==> src/verilog/sbst_pkg.sv <==
package sbst_pkg;

  localparam int SBST_IR_W   = 3;
  localparam int SBST_ID_W   = 32;
  localparam int SBST_BSR_W  = 89;
  localparam int SBST_NPIN   = 88;
  localparam int SBST_OE_BIT = 88;
  localparam int SBST_RST_TMS_EDGES = 5;

  localparam logic [2:0] SBST_IR_EXTEST  = 3'h0;
  localparam logic [2:0] SBST_IR_IDCODE  = 3'h1;
  localparam logic [2:0] SBST_IR_SAMPZ   = 3'h2;
  localparam logic [2:0] SBST_IR_SAMPLE  = 3'h4;
  localparam logic [2:0] SBST_IR_BYPASS  = 3'h7;
  localparam logic [1:0] SBST_IR_CAPT    = 2'h1;
  localparam logic       SBST_OE_RESET   = 1'b1;
  localparam logic       SBST_TDO_RESET  = 1'b0;

  typedef enum logic [3:0] {
    TLR, RTI, SEL_DR, CAP_DR, SH_DR, EX1_DR, PA_DR, EX2_DR, UPD_DR,
    SEL_IR, CAP_IR, SH_IR, EX1_IR, PA_IR, EX2_IR, UPD_IR
  } sbst_tap_t;

  typedef struct packed {
    logic tck;
    logic tms;
    logic tdi;
  } sbst_pins_t;

endpackage : sbst_pkg

==> src/verilog/sbst_fsm.sv <==
`timescale 1ns/10ps
`default_nettype none
module sbst_fsm
  import sbst_pkg::*;
(
  input  wire logic      clk_sys,
  input  wire logic      rst_l,
  input  wire logic      step,
  input  wire logic      tms,
  output var sbst_tap_t  state
);
  sbst_tap_t state_r;
  sbst_tap_t state_nxt;

  // Next state of the sixteen-state controller, moved on each rise
  always_comb
  begin
    state_nxt = state_r;
    if (step)
    begin
      case (state_r)
        TLR:     state_nxt = tms ? TLR    : RTI;
        RTI:     state_nxt = tms ? SEL_DR : RTI;
        SEL_DR:  state_nxt = tms ? SEL_IR : CAP_DR;
        CAP_DR:  state_nxt = tms ? EX1_DR : SH_DR;
        SH_DR:   state_nxt = tms ? EX1_DR : SH_DR;
        EX1_DR:  state_nxt = tms ? UPD_DR : PA_DR;
        PA_DR:   state_nxt = tms ? EX2_DR : PA_DR;
        EX2_DR:  state_nxt = tms ? UPD_DR : SH_DR;
        UPD_DR:  state_nxt = tms ? SEL_DR : RTI;
        SEL_IR:  state_nxt = tms ? TLR    : CAP_IR;
        CAP_IR:  state_nxt = tms ? EX1_IR : SH_IR;
        SH_IR:   state_nxt = tms ? EX1_IR : SH_IR;
        EX1_IR:  state_nxt = tms ? UPD_IR : PA_IR;
        PA_IR:   state_nxt = tms ? EX2_IR : PA_IR;
        EX2_IR:  state_nxt = tms ? UPD_IR : SH_IR;
        UPD_IR:  state_nxt = tms ? SEL_DR : RTI;
        default: state_nxt = TLR;
      endcase
    end
  end

  always_ff @(posedge clk_sys or negedge rst_l)
  begin
    if (!rst_l)
      state_r <= TLR;
    else
      state_r <= state_nxt;
  end

  assign state = state_r;

  // Five rises with mode select high always reach reset
  localparam logic [2:0] RST_EDGES = 3'(SBST_RST_TMS_EDGES);
  logic [2:0] hi_cnt_r;

  always_ff @(posedge clk_sys or negedge rst_l)
  begin
    if (!rst_l)
      hi_cnt_r <= 3'h0;
    else if (step)
      hi_cnt_r <= !tms ? 3'h0
                : (hi_cnt_r == RST_EDGES ? RST_EDGES : hi_cnt_r + 3'h1);
  end
endmodule : sbst_fsm
`default_nettype wire

==> src/verilog/sbst_tap.sv <==
// What this block does
// - Identification instruction loads a fixed 32-bit word in Capture-DR.
// - That word shifts out on test data output during Shift-DR.
// - Three-bit instruction register; five encodings are functional.
// - Instruction register sits in the serial path during Shift-IR.
// - New instruction takes effect only at Update-IR.
// - Identification instruction is current at power-up and test-logic-reset.
// - Sample-high-Z selects boundary register and floats the output bus.
// - Sample/preload captures all pin values in Capture-DR.
// - After capture the boundary register shifts between data in and out.
// - Preload latches shifted pattern into boundary parallel outputs.
// - Captured bits shift out while preload bits shift in.
// - Bypass instruction puts the one-bit bypass register in Shift-DR path.
// - External test drives preloaded values onto system outputs.
// - Boundary register has an output-enable cell at bit 89, no pin.
// - Under external test, latched high enables outputs, low floats them.
// - Output-enable cell latch loads shifted value during Update-DR under external test or sample/preload.
// - Output-enable latch presets high at power-up and test-logic-reset.
// - Mode select high for five rising edges resets the test logic.
// - Encodings 000,001,010,100,111 functional; 011,101,110 reserved.
// - Capture-IR loads 01 into the two low instruction bits.
// - Inputs taken on rising edges, output on falling; MSB in, LSB out.
`timescale 1ns/10ps
`default_nettype none
module sbst_tap
  import sbst_pkg::*;
#(
  parameter logic [31:0] ID_WORD = 32'h0ABC_1235 // Arbitrary neutral value
)
(
  input  wire logic                  clk_sys,
  input  wire logic                  rst_n,
  input  wire sbst_pins_t            pins,
  output logic                       tdo,
  output logic                       tdo_oe,
  input  wire logic [SBST_NPIN-1:0]  pin_in,
  input  wire logic [SBST_NPIN-1:0]  sys_out,
  input  wire logic                  sys_out_oe,
  output logic      [SBST_NPIN-1:0]  pin_out,
  output logic                       pin_out_oe,
  output logic                       scan_owns_pins
);
  typedef struct packed {
    sbst_pins_t                 s1;
    sbst_pins_t                 s2;
    logic                       tck_d;
    logic [SBST_IR_W-1:0]       ir_sh;
    logic [SBST_IR_W-1:0]       ir;
    logic [SBST_ID_W-1:0]       id_sh;
    logic                       byp;
    logic [SBST_BSR_W-1:0]      bsr_sh;
    logic [SBST_BSR_W-1:0]      bsr_up;
    logic                       tdo;
    logic                       tdo_oe;
  } sbst_state_t;

  logic        rst_s1_r;
  logic        rst_l;
  sbst_state_t st_r;
  sbst_state_t st_nxt;
  sbst_tap_t   tap;
  logic        rise;
  logic        fall;
  logic        ser_bit;
  logic        is_bsr;

  always_ff @(posedge clk_sys or negedge rst_n)
  begin
    if (!rst_n)
    begin
      rst_s1_r <= 1'b0;
      rst_l    <= 1'b0;
    end
    else
    begin
      rst_s1_r <= 1'b1;
      rst_l    <= rst_s1_r;
    end
  end

  // Edges come from the second synchroniser stage only
  assign rise = st_r.s2.tck & ~st_r.tck_d;
  assign fall = ~st_r.s2.tck & st_r.tck_d;

  sbst_fsm u_fsm (
    .clk_sys (clk_sys),
    .rst_l   (rst_l),
    .step    (rise),
    .tms     (st_r.s2.tms),
    .state   (tap)
  );

  // Reserved codes fall to bypass so the chain stays one bit long
  assign is_bsr = (st_r.ir == SBST_IR_EXTEST) || (st_r.ir == SBST_IR_SAMPZ)
                  || (st_r.ir == SBST_IR_SAMPLE);

  always_comb
  begin
    if (tap == SH_IR)
      ser_bit = st_r.ir_sh[0];
    else if (st_r.ir == SBST_IR_IDCODE)
      ser_bit = st_r.id_sh[0];
    else if (is_bsr)
      ser_bit = st_r.bsr_sh[0];
    else
      ser_bit = st_r.byp;
  end

  always_comb
  begin
    st_nxt       = st_r;
    st_nxt.s1    = pins;
    st_nxt.s2    = st_r.s1;
    st_nxt.tck_d = st_r.s2.tck;
    if (rise)
    begin
      case (tap)
        CAP_IR:
          st_nxt.ir_sh = {1'b0, SBST_IR_CAPT};
        SH_IR:
          st_nxt.ir_sh = {st_r.s2.tdi, st_r.ir_sh[SBST_IR_W-1:1]};
        UPD_IR:
          st_nxt.ir = st_r.ir_sh;
        CAP_DR:
        begin
          st_nxt.id_sh = ID_WORD;
          st_nxt.byp   = 1'b0;
          // Captured pins may be mid-transition; the clock pin bit is
          // best ignored by the controller.
          st_nxt.bsr_sh = {st_r.bsr_up[SBST_OE_BIT], pin_in};
        end
        SH_DR:
        begin
          st_nxt.id_sh  = {st_r.s2.tdi, st_r.id_sh[SBST_ID_W-1:1]};
          st_nxt.byp    = st_r.s2.tdi;
          if (is_bsr)
            st_nxt.bsr_sh = {st_r.s2.tdi,
                             st_r.bsr_sh[SBST_BSR_W-1:1]};
        end
        UPD_DR:
          if (is_bsr && st_r.ir != SBST_IR_SAMPZ)
            st_nxt.bsr_up = st_r.bsr_sh;
        default:
        begin
        end
      endcase
    end
    // Held while in reset state, so an old instruction never drives pins
    if (tap == TLR)
    begin
      st_nxt.ir                  = SBST_IR_IDCODE;
      st_nxt.bsr_up[SBST_OE_BIT] = SBST_OE_RESET;
    end
    if (fall)
    begin
      st_nxt.tdo    = ser_bit;
      st_nxt.tdo_oe = (tap == SH_IR) || (tap == SH_DR);
    end
  end

  always_ff @(posedge clk_sys or negedge rst_l)
  begin
    if (!rst_l)
    begin
      st_r        <= '0;
      st_r.ir     <= SBST_IR_IDCODE;
      st_r.bsr_up[SBST_OE_BIT] <= SBST_OE_RESET;
      st_r.tdo    <= SBST_TDO_RESET;
    end
    else
      st_r <= st_nxt;
  end

  assign tdo    = st_r.tdo;
  assign tdo_oe = st_r.tdo_oe;

  // Bit 89 (index 88) has no pin and only gates the output bus
  always_comb
  begin
    scan_owns_pins = (st_r.ir == SBST_IR_EXTEST);
    if (st_r.ir == SBST_IR_EXTEST)
    begin
      pin_out    = st_r.bsr_up[SBST_NPIN-1:0];
      pin_out_oe = st_r.bsr_up[SBST_OE_BIT];
    end
    else if (st_r.ir == SBST_IR_SAMPZ)
    begin
      pin_out    = sys_out;
      pin_out_oe = 1'b0;
    end
    else
    begin
      pin_out    = sys_out;
      pin_out_oe = sys_out_oe;
    end
  end
endmodule : sbst_tap
`default_nettype wire
==> config.mk <==
export PLATFORM = sky130hd
export DESIGN_NAME = sbst_tap
export DESIGN_NICKNAME = d
export VERILOG_FILES = /design/src/verilog/sbst_pkg.sv /design/src/verilog/sbst_fsm.sv /design/src/verilog/sbst_tap.sv
export SDC_FILE = /design/constraint.sdc
export NUM_CORES = 1
export LEC_CHECK = 0
export BUFFER_PORTS_ARGS = -buffer_cell sky130_fd_sc_hd__buf_2
export CAP_MARGIN = 20
export CELL_PAD_IN_SITES_DETAIL_PLACEMENT = 1
export CELL_PAD_IN_SITES_GLOBAL_PLACEMENT = 1
export CORE_MARGIN = 5
export CORE_UTILIZATION = 36
export CTS_BUF_LIST = sky130_fd_sc_hd__clkbuf_8 sky130_fd_sc_hd__clkbuf_16
export DETAILED_ROUTE_END_ITERATION = 16
export PLACE_DENSITY_LB_ADDON = 0.1
export SYNTH_ARGS = -nofsm -noshare
export SYNTH_HDL_FRONTEND = slang
export SYNTH_SLANG_ARGS = --single-unit
==> constraint.sdc <==
create_clock -name clk_sys -period 7.6 [get_ports clk_sys]
set_input_delay 0.38 -clock clk_sys [delete_from_list [all_inputs] [get_ports clk_sys]]
set_output_delay 0.38 -clock clk_sys [all_outputs]
set_load 0.05 [all_outputs]
==> results.json, run 1 <==
{
  "cts_max_level": 1,
  "relSlewSlack_pct": 25.9,
  "place_area_um2": 12000,
  "fin_cells": 1432,
  "setup_ws_ns": 4.39,
  "drive_gt1_share_pct": 49.8,
  "critical_path_class": "reg2reg",
  "hold_viol_final": 0,
  "clock-sinks": 231,
  "fin_skew_ns": 0.00581,
  "grt_pass1_wl_um": 44700,
  "clockBufferDepth": 3,
  "synth.area.top_cells": "dfrtp_1, mux2_2, a2bb2oi_1",
  "period_minus_slack_ns": 3.21,
  "yosysTopAreaCell": "dfrtp_1",
  "ys_types": 52,
  "yosys_register_bits": 231,
  "layout.nets": 1209,
  "setup_tns_ns": 0,
  "crit_family": "buffers and inverters",
  "vias": 7587,
  "p_leak_nw": 6.09,
  "peakVddDrop_uv": 137,
  "rows": 62,
  "dpl.hpwl_um": 18700,
  "grt_pass1_vias": 7783,
  "async_reset_ff_share_pct": 100,
  "dp_cells": 1376,
  "nFillCells": 3039,
  "timing.rr.start": "u_fsm.state[0]",
  "numCtsBuffers": 27,
  "power_mw": 4.23,
  "grt_max_degree": 172,
  "critPathMaxFanout": 90,
  "die_x_um": 179,
  "antenna_found_initial": 6,
  "cp.depth": 6,
  "ant_nets": 0,
  "ios": 274,
  "crit_path_max_incr_delay_ns": 0.85,
  "core_um2": 28500,
  "pre_cts_slack_ns": 4.15,
  "synth_fp_nets": 964,
  "crit_start": "u_fsm.state[0]",
  "hp-class": "in2async",
  "initial_core_util_pct": 36.2,
  "ys_seq_area_share_pct": 56.1,
  "grt_usage_pct": 17.3,
  "fin_crit_sh_pct": 42.2,
  "fmax_mhz": 312,
  "vias_per_cell": 5.30,
  "grt_overflow": 0,
  "cp-start-kind": "flip-flop",
  "end_kind": "flip-flop",
  "ys.flop_type": "dfrtp_1",
  "power_density_nw_per_um2": 330,
  "timing.hold.ws_ns": 0.172,
  "register_area_um2": 5790,
  "drv_cap": 0,
  "drtIter0Drc": 365,
  "netlist_instances": 782,
  "run_status": "finished clean",
  "critPathBufInv": 2,
  "syn-cell-area_um2": 10300,
  "design_area_um2": 12800,
  "dr.pass1.iters": 4,
  "synth_edf_count": 0,
  "multi_input_area_um2": 4220,
  "rsz0062_at_grt": "false",
  "clk_pin_slew_ns": 0.06,
  "drv_slew": 0,
  "area_growth_syn_to_layout_pct": 24.5,
  "yosys_warnings": 0,
  "required_ns": 7.96,
  "synth_top_area_share_pct": 55.5,
  "crit_chain": "nor4b_2 -> buf_4 -> nand2_4 -> buf_16 -> o22ai_1 -> a2bb2oi_1",
  "routedWlPerCell_um": 20.2,
  "worstMarginPinSlew_ns": 1.11,
  "routabilityCongestion": 0.731,
  "insertion_delay_ns": 0.52,
  "worst_r2r_path_depth": 6,
  "wl_um": 29000,
  "drcViolationCount": 0,
  "die_h_um": 179,
  "syn_area_per_cell_um2": 13.2,
  "clockRootBuffer": "clkbuf_16",
  "dieArea_um2": 32100,
  "final_core_util_pct": 45.1,
  "setup_viol": 0,
  "io_buffers": 273,
  "crit_slowest_cell": "buf_4",
  "tritoncts": "yes",
  "worstPathArrival_ns": 3.57
}
[placed cells by master (no fill, tap or decap), drive strengths merged, types with 2 or more instances in the layout]
cell         Yosys  routed
a22o            19      19
nor2             9       9
inv              5      14
a21oi            7       7
a2bb2oi         89      89
nand3            5       5
dfrtp          229     229
o22a            13      13
o2111ai          2       2
nor4             2       2
diode            0       5
dfstp            2       2
dlygate4sd3      0       4
nand2           13      13
mux2           177     177
nand2b           3       3
o21ai           12      12
nor2b            3       3
clkbuf          41      30
buf             32     285
o22ai           89      89
o31ai            2       2
nor3             4       4
clkinv           0       6
[worst register-to-register path, delay by kind of cell (launching register included)]
family                 cells  cell delay (ns)
AND/OR/NAND/NOR            2             0.89
AO/OA/AOI/OAI              2             0.32
flip-flops                 1             0.61
buffers and inverters      2             1.24
[what timing repair did]
action / in CTS / in global routing
setup buffers: 0 / 0
hold endpoints to repair: 5 / 0
hold buffers: 4 / 0
gates resized for setup: 0 / 0
[final timing paths]
kind / end / slack (ns)
min reg2reg: rst_l / 0.35
min in group clk_sys: st_r[155] / 0.20
min: rst_l / 0.17
max in group asynchronous: st_r[73] / 5.76
max reg2reg: st_r[116] / 4.39
max: st_r[116] / 4.39
[metal layers]
layer  vias to the layer above  share of wire [%]  GRT usage, %
met1                      3869                 45          24.4
met2                       162                 48          28.3
met4                         2                1.9          3.33
li1                       3517                  -             -
met3                        37                4.7          2.91
met5                         -              0.069             0
[cell type report]
class,count,area share [%]
Clock inverter,15,0.497
Timing Repair Buffer,289,12.0
Clock buffer,30,5.58
Inverter,5,0.146
Sequential cell,231,45.1
Multi-Input combinational cell,473,32.9
Tap cell,384,3.74
Antenna cell,5,0.0974
[sequential cells by signal, indices dropped and copies added (netlist names)]
signal and cells:
tdo_oe 1, st_nxt 4, rst_s1_r 1, tdo 1, st_r 219, rst_l 1
u_fsm.state 4
[cell families (layout without fill, tap and decap cells)]
kind of cell    after synthesis  in the layout  share of synthesized area, %
mux                         178            178                          19.4
other cells                   1              6                        0.0364
buf+inv                      78            339                          3.35
flops                       231            231                          56.1
simple gates                 48             48                          2.61
compound gates              246            246                          18.5
[synth_stat cells (all sizes together) (2+ instances only)]
cell type / n
nand2b: 3
nor2: 9
nor3: 4
o2111ai: 2
nand3: 5
o31ai: 2
nor2b: 3
mux2: 177
a22o: 19
dfrtp: 229
clkbuf: 41
o21ai: 12
nand2: 13
o22ai: 89
a2bb2oi: 89
inv: 5
dfstp: 2
nor4: 2
o22a: 13
buf: 32
a21oi: 7
[report_power, final]
part / switching, mW / total [mW] / leakage (nW) / internal, mW
registers: 0.327 / 1.89 / 2.90 / 1.57
logic: 0.630 / 1.19 / 2.76 / 0.557
clock network: 0.485 / 1.15 / 0.426 / 0.665
No activity file was read; power rests on OpenSTA's default activity.
==> inputs of run 2 (changes only) <==
clock period = 2.9 ns   (was 7.6 ns; I/O delays follow)
==> run 2 against run 1 <==
Clock power increased to 2.8 times the previous value. Utilization increased by 3.7 points. Global-route usage increased by 1.2 points. Routed wire length increased by 5.6%.
==> results.json, run 2 (same netlist as run 1, synthesis figures left out) <==
{
  "grt_usage_pct": 18.5,
  "crit_slowest_cell": "buf_4",
  "critPathBufInv": 2,
  "peakVddDrop_uv": 527,
  "most-common-layout-cells": "buf_2, dfrtp_1, mux2_2",
  "layout.nets": 1308,
  "cp-start-kind": "flip-flop",
  "crit_chain": "nor3_4 -> buf_4 -> mux2_2 -> buf_2",
  "hp-class": "in2reg",
  "vias": 7955,
  "p_leak_nw": 6.54,
  "dr.pass1.iters": 4,
  "drv_slew": 0,
  "fmax_mhz": 386,
  "end_kind": "output port",
  "die_x_um": 179,
  "drive_gt1_share_pct": 46.8,
  "critical_path_class": "reg2out",
  "drcViolationCount": 0,
  "fin_cells": 1531,
  "worstPathArrival_ns": 2.45,
  "clock-sinks": 231,
  "numCtsBuffers": 27,
  "grt_pass1_vias": 8592,
  "setup_viol": 0,
  "cts_resized": 0,
  "io_buffers": 273,
  "wl_um": 30600,
  "rsz0062_at_grt": "false",
  "worstMarginPinSlew_ns": 0.681,
  "hold_viol_final": 0,
  "fin_crit_sh_pct": 89.4,
  "grt_pass1_wl_um": 48000,
  "drtIter0Drc": 365,
  "dp_cells": 1389,
  "crit_path_max_incr_delay_ns": 0.54,
  "power_density_nw_per_um2": 824,
  "relSlewSlack_pct": 54.6,
  "die_h_um": 179,
  "dpl.hpwl_um": 20000,
  "cts_max_level": 1,
  "crit_family": "buffers and inverters",
  "critPathMaxFanout": 53,
  "ios": 274,
  "drv_cap": 0,
  "final_common_cell": "buf_2",
  "clk_pin_slew_ns": 0.06,
  "core_um2": 28500,
  "routabilityCongestion": 0.763,
  "initial_core_util_pct": 36.2,
  "rows": 62,
  "largest_reg_flops": 219,
  "final_core_util_pct": 48.8,
  "setup_tns_ns": 0,
  "routedWlPerCell_um": 20.0,
  "run_status": "finished clean",
  "vias_per_cell": 5.20,
  "dieArea_um2": 32100,
  "fin_skew_ns": 0.0127,
  "grt_max_degree": 90,
  "area_growth_syn_to_layout_pct": 34.7,
  "regMostFlops": "st_r",
  "tritoncts": "yes",
  "clockBufferDepth": 3,
  "insertion_delay_ns": 0.53,
  "ant_nets": 0,
  "antenna_found_initial": 2,
  "required_ns": 2.76,
  "grt_overflow": 0,
  "period_minus_slack_ns": 2.59,
  "clockRootBuffer": "clkbuf_16"
}
run 2: power breakdown:
group	switching [mW]	internal [mW]	leakage, nW
registers	0.838	4.11	2.90
logic	1.74	1.58	3.19
clock network	1.32	1.86	0.448
total	3.90	7.55	6.54
run 2: per-stage QoR:
step	hold slack [ns]	cell area (um2)	setup WS [ns]	power (mW)
6_report	0.00708	13900	0.306	11.5
3_5_place_dp	-0.0670	12100	0.674	8.24
3_3_place_gp	-0.0688	12100	0.730	8.14
2_1_floorplan	-0.151	10300	0.507	7.28
5_1_grt	0.0358	13900	0.205	12.1
4_1_cts	0.00111	13900	0.252	11.6
run 2: layout make-up:
| cell class | count | area, um2 |
|---|---|---|
| clock buffers | 34 | 772 |
| clock inverters | 14 | 70.1 |
| fillers | 3053 | 14600 |
| repair buffers | 388 | 2550 |
| well taps | 384 | 480 |
| multi-input cells | 473 | 4220 |
| diodes | 2 | 5.00 |
| inverters | 5 | 18.8 |
| flip-flops and latches | 231 | 5790 |
run 2: tightest hold or removal path, delay by kind of cell:
family                 cells  cell delay (ns)
AO/OA/AOI/OAI              2             0.26
buffers and inverters      1             0.08
run 2: metal layers:
| layer | global-route usage (%) | up-vias | routed length (um) |
|---|---|---|---|
| met1 | 25.6 | 4035 | 13700 |
| met5 | 0 | - | 0 |
| met4 | 3.65 | 0 | 585 |
| li1 | - | 3713 | - |
| met3 | 2.30 | 36 | 1310 |
| met2 | 31.4 | 171 | 15000 |
run 2: worst paths after layout:
path / endpoint / slack (ns) / start / cells past startpoint
min: st_r[155] / 0.007 / pin_in[64] / 3
max reg2reg: st_r[133] / 0.67 / u_fsm.state[2] / 5
min reg2reg: st_nxt[219] / 0.35 / st_nxt[222] / 0
max in group asynchronous: st_r[117] / 1.60 / rst_l / 1
max: pin_out[16] / 0.31 / st_r[214] / 4
min in group asynchronous: st_r[142] / 0.38 / rst_l / 0
run 2: what timing repair did:
| item | in CTS | in global routing |
|---|---|---|
| hold buffers | 92 | 0 |
| buffers inserted | 0 | 0 |
| hold endpoints to repair | 92 | 0 |
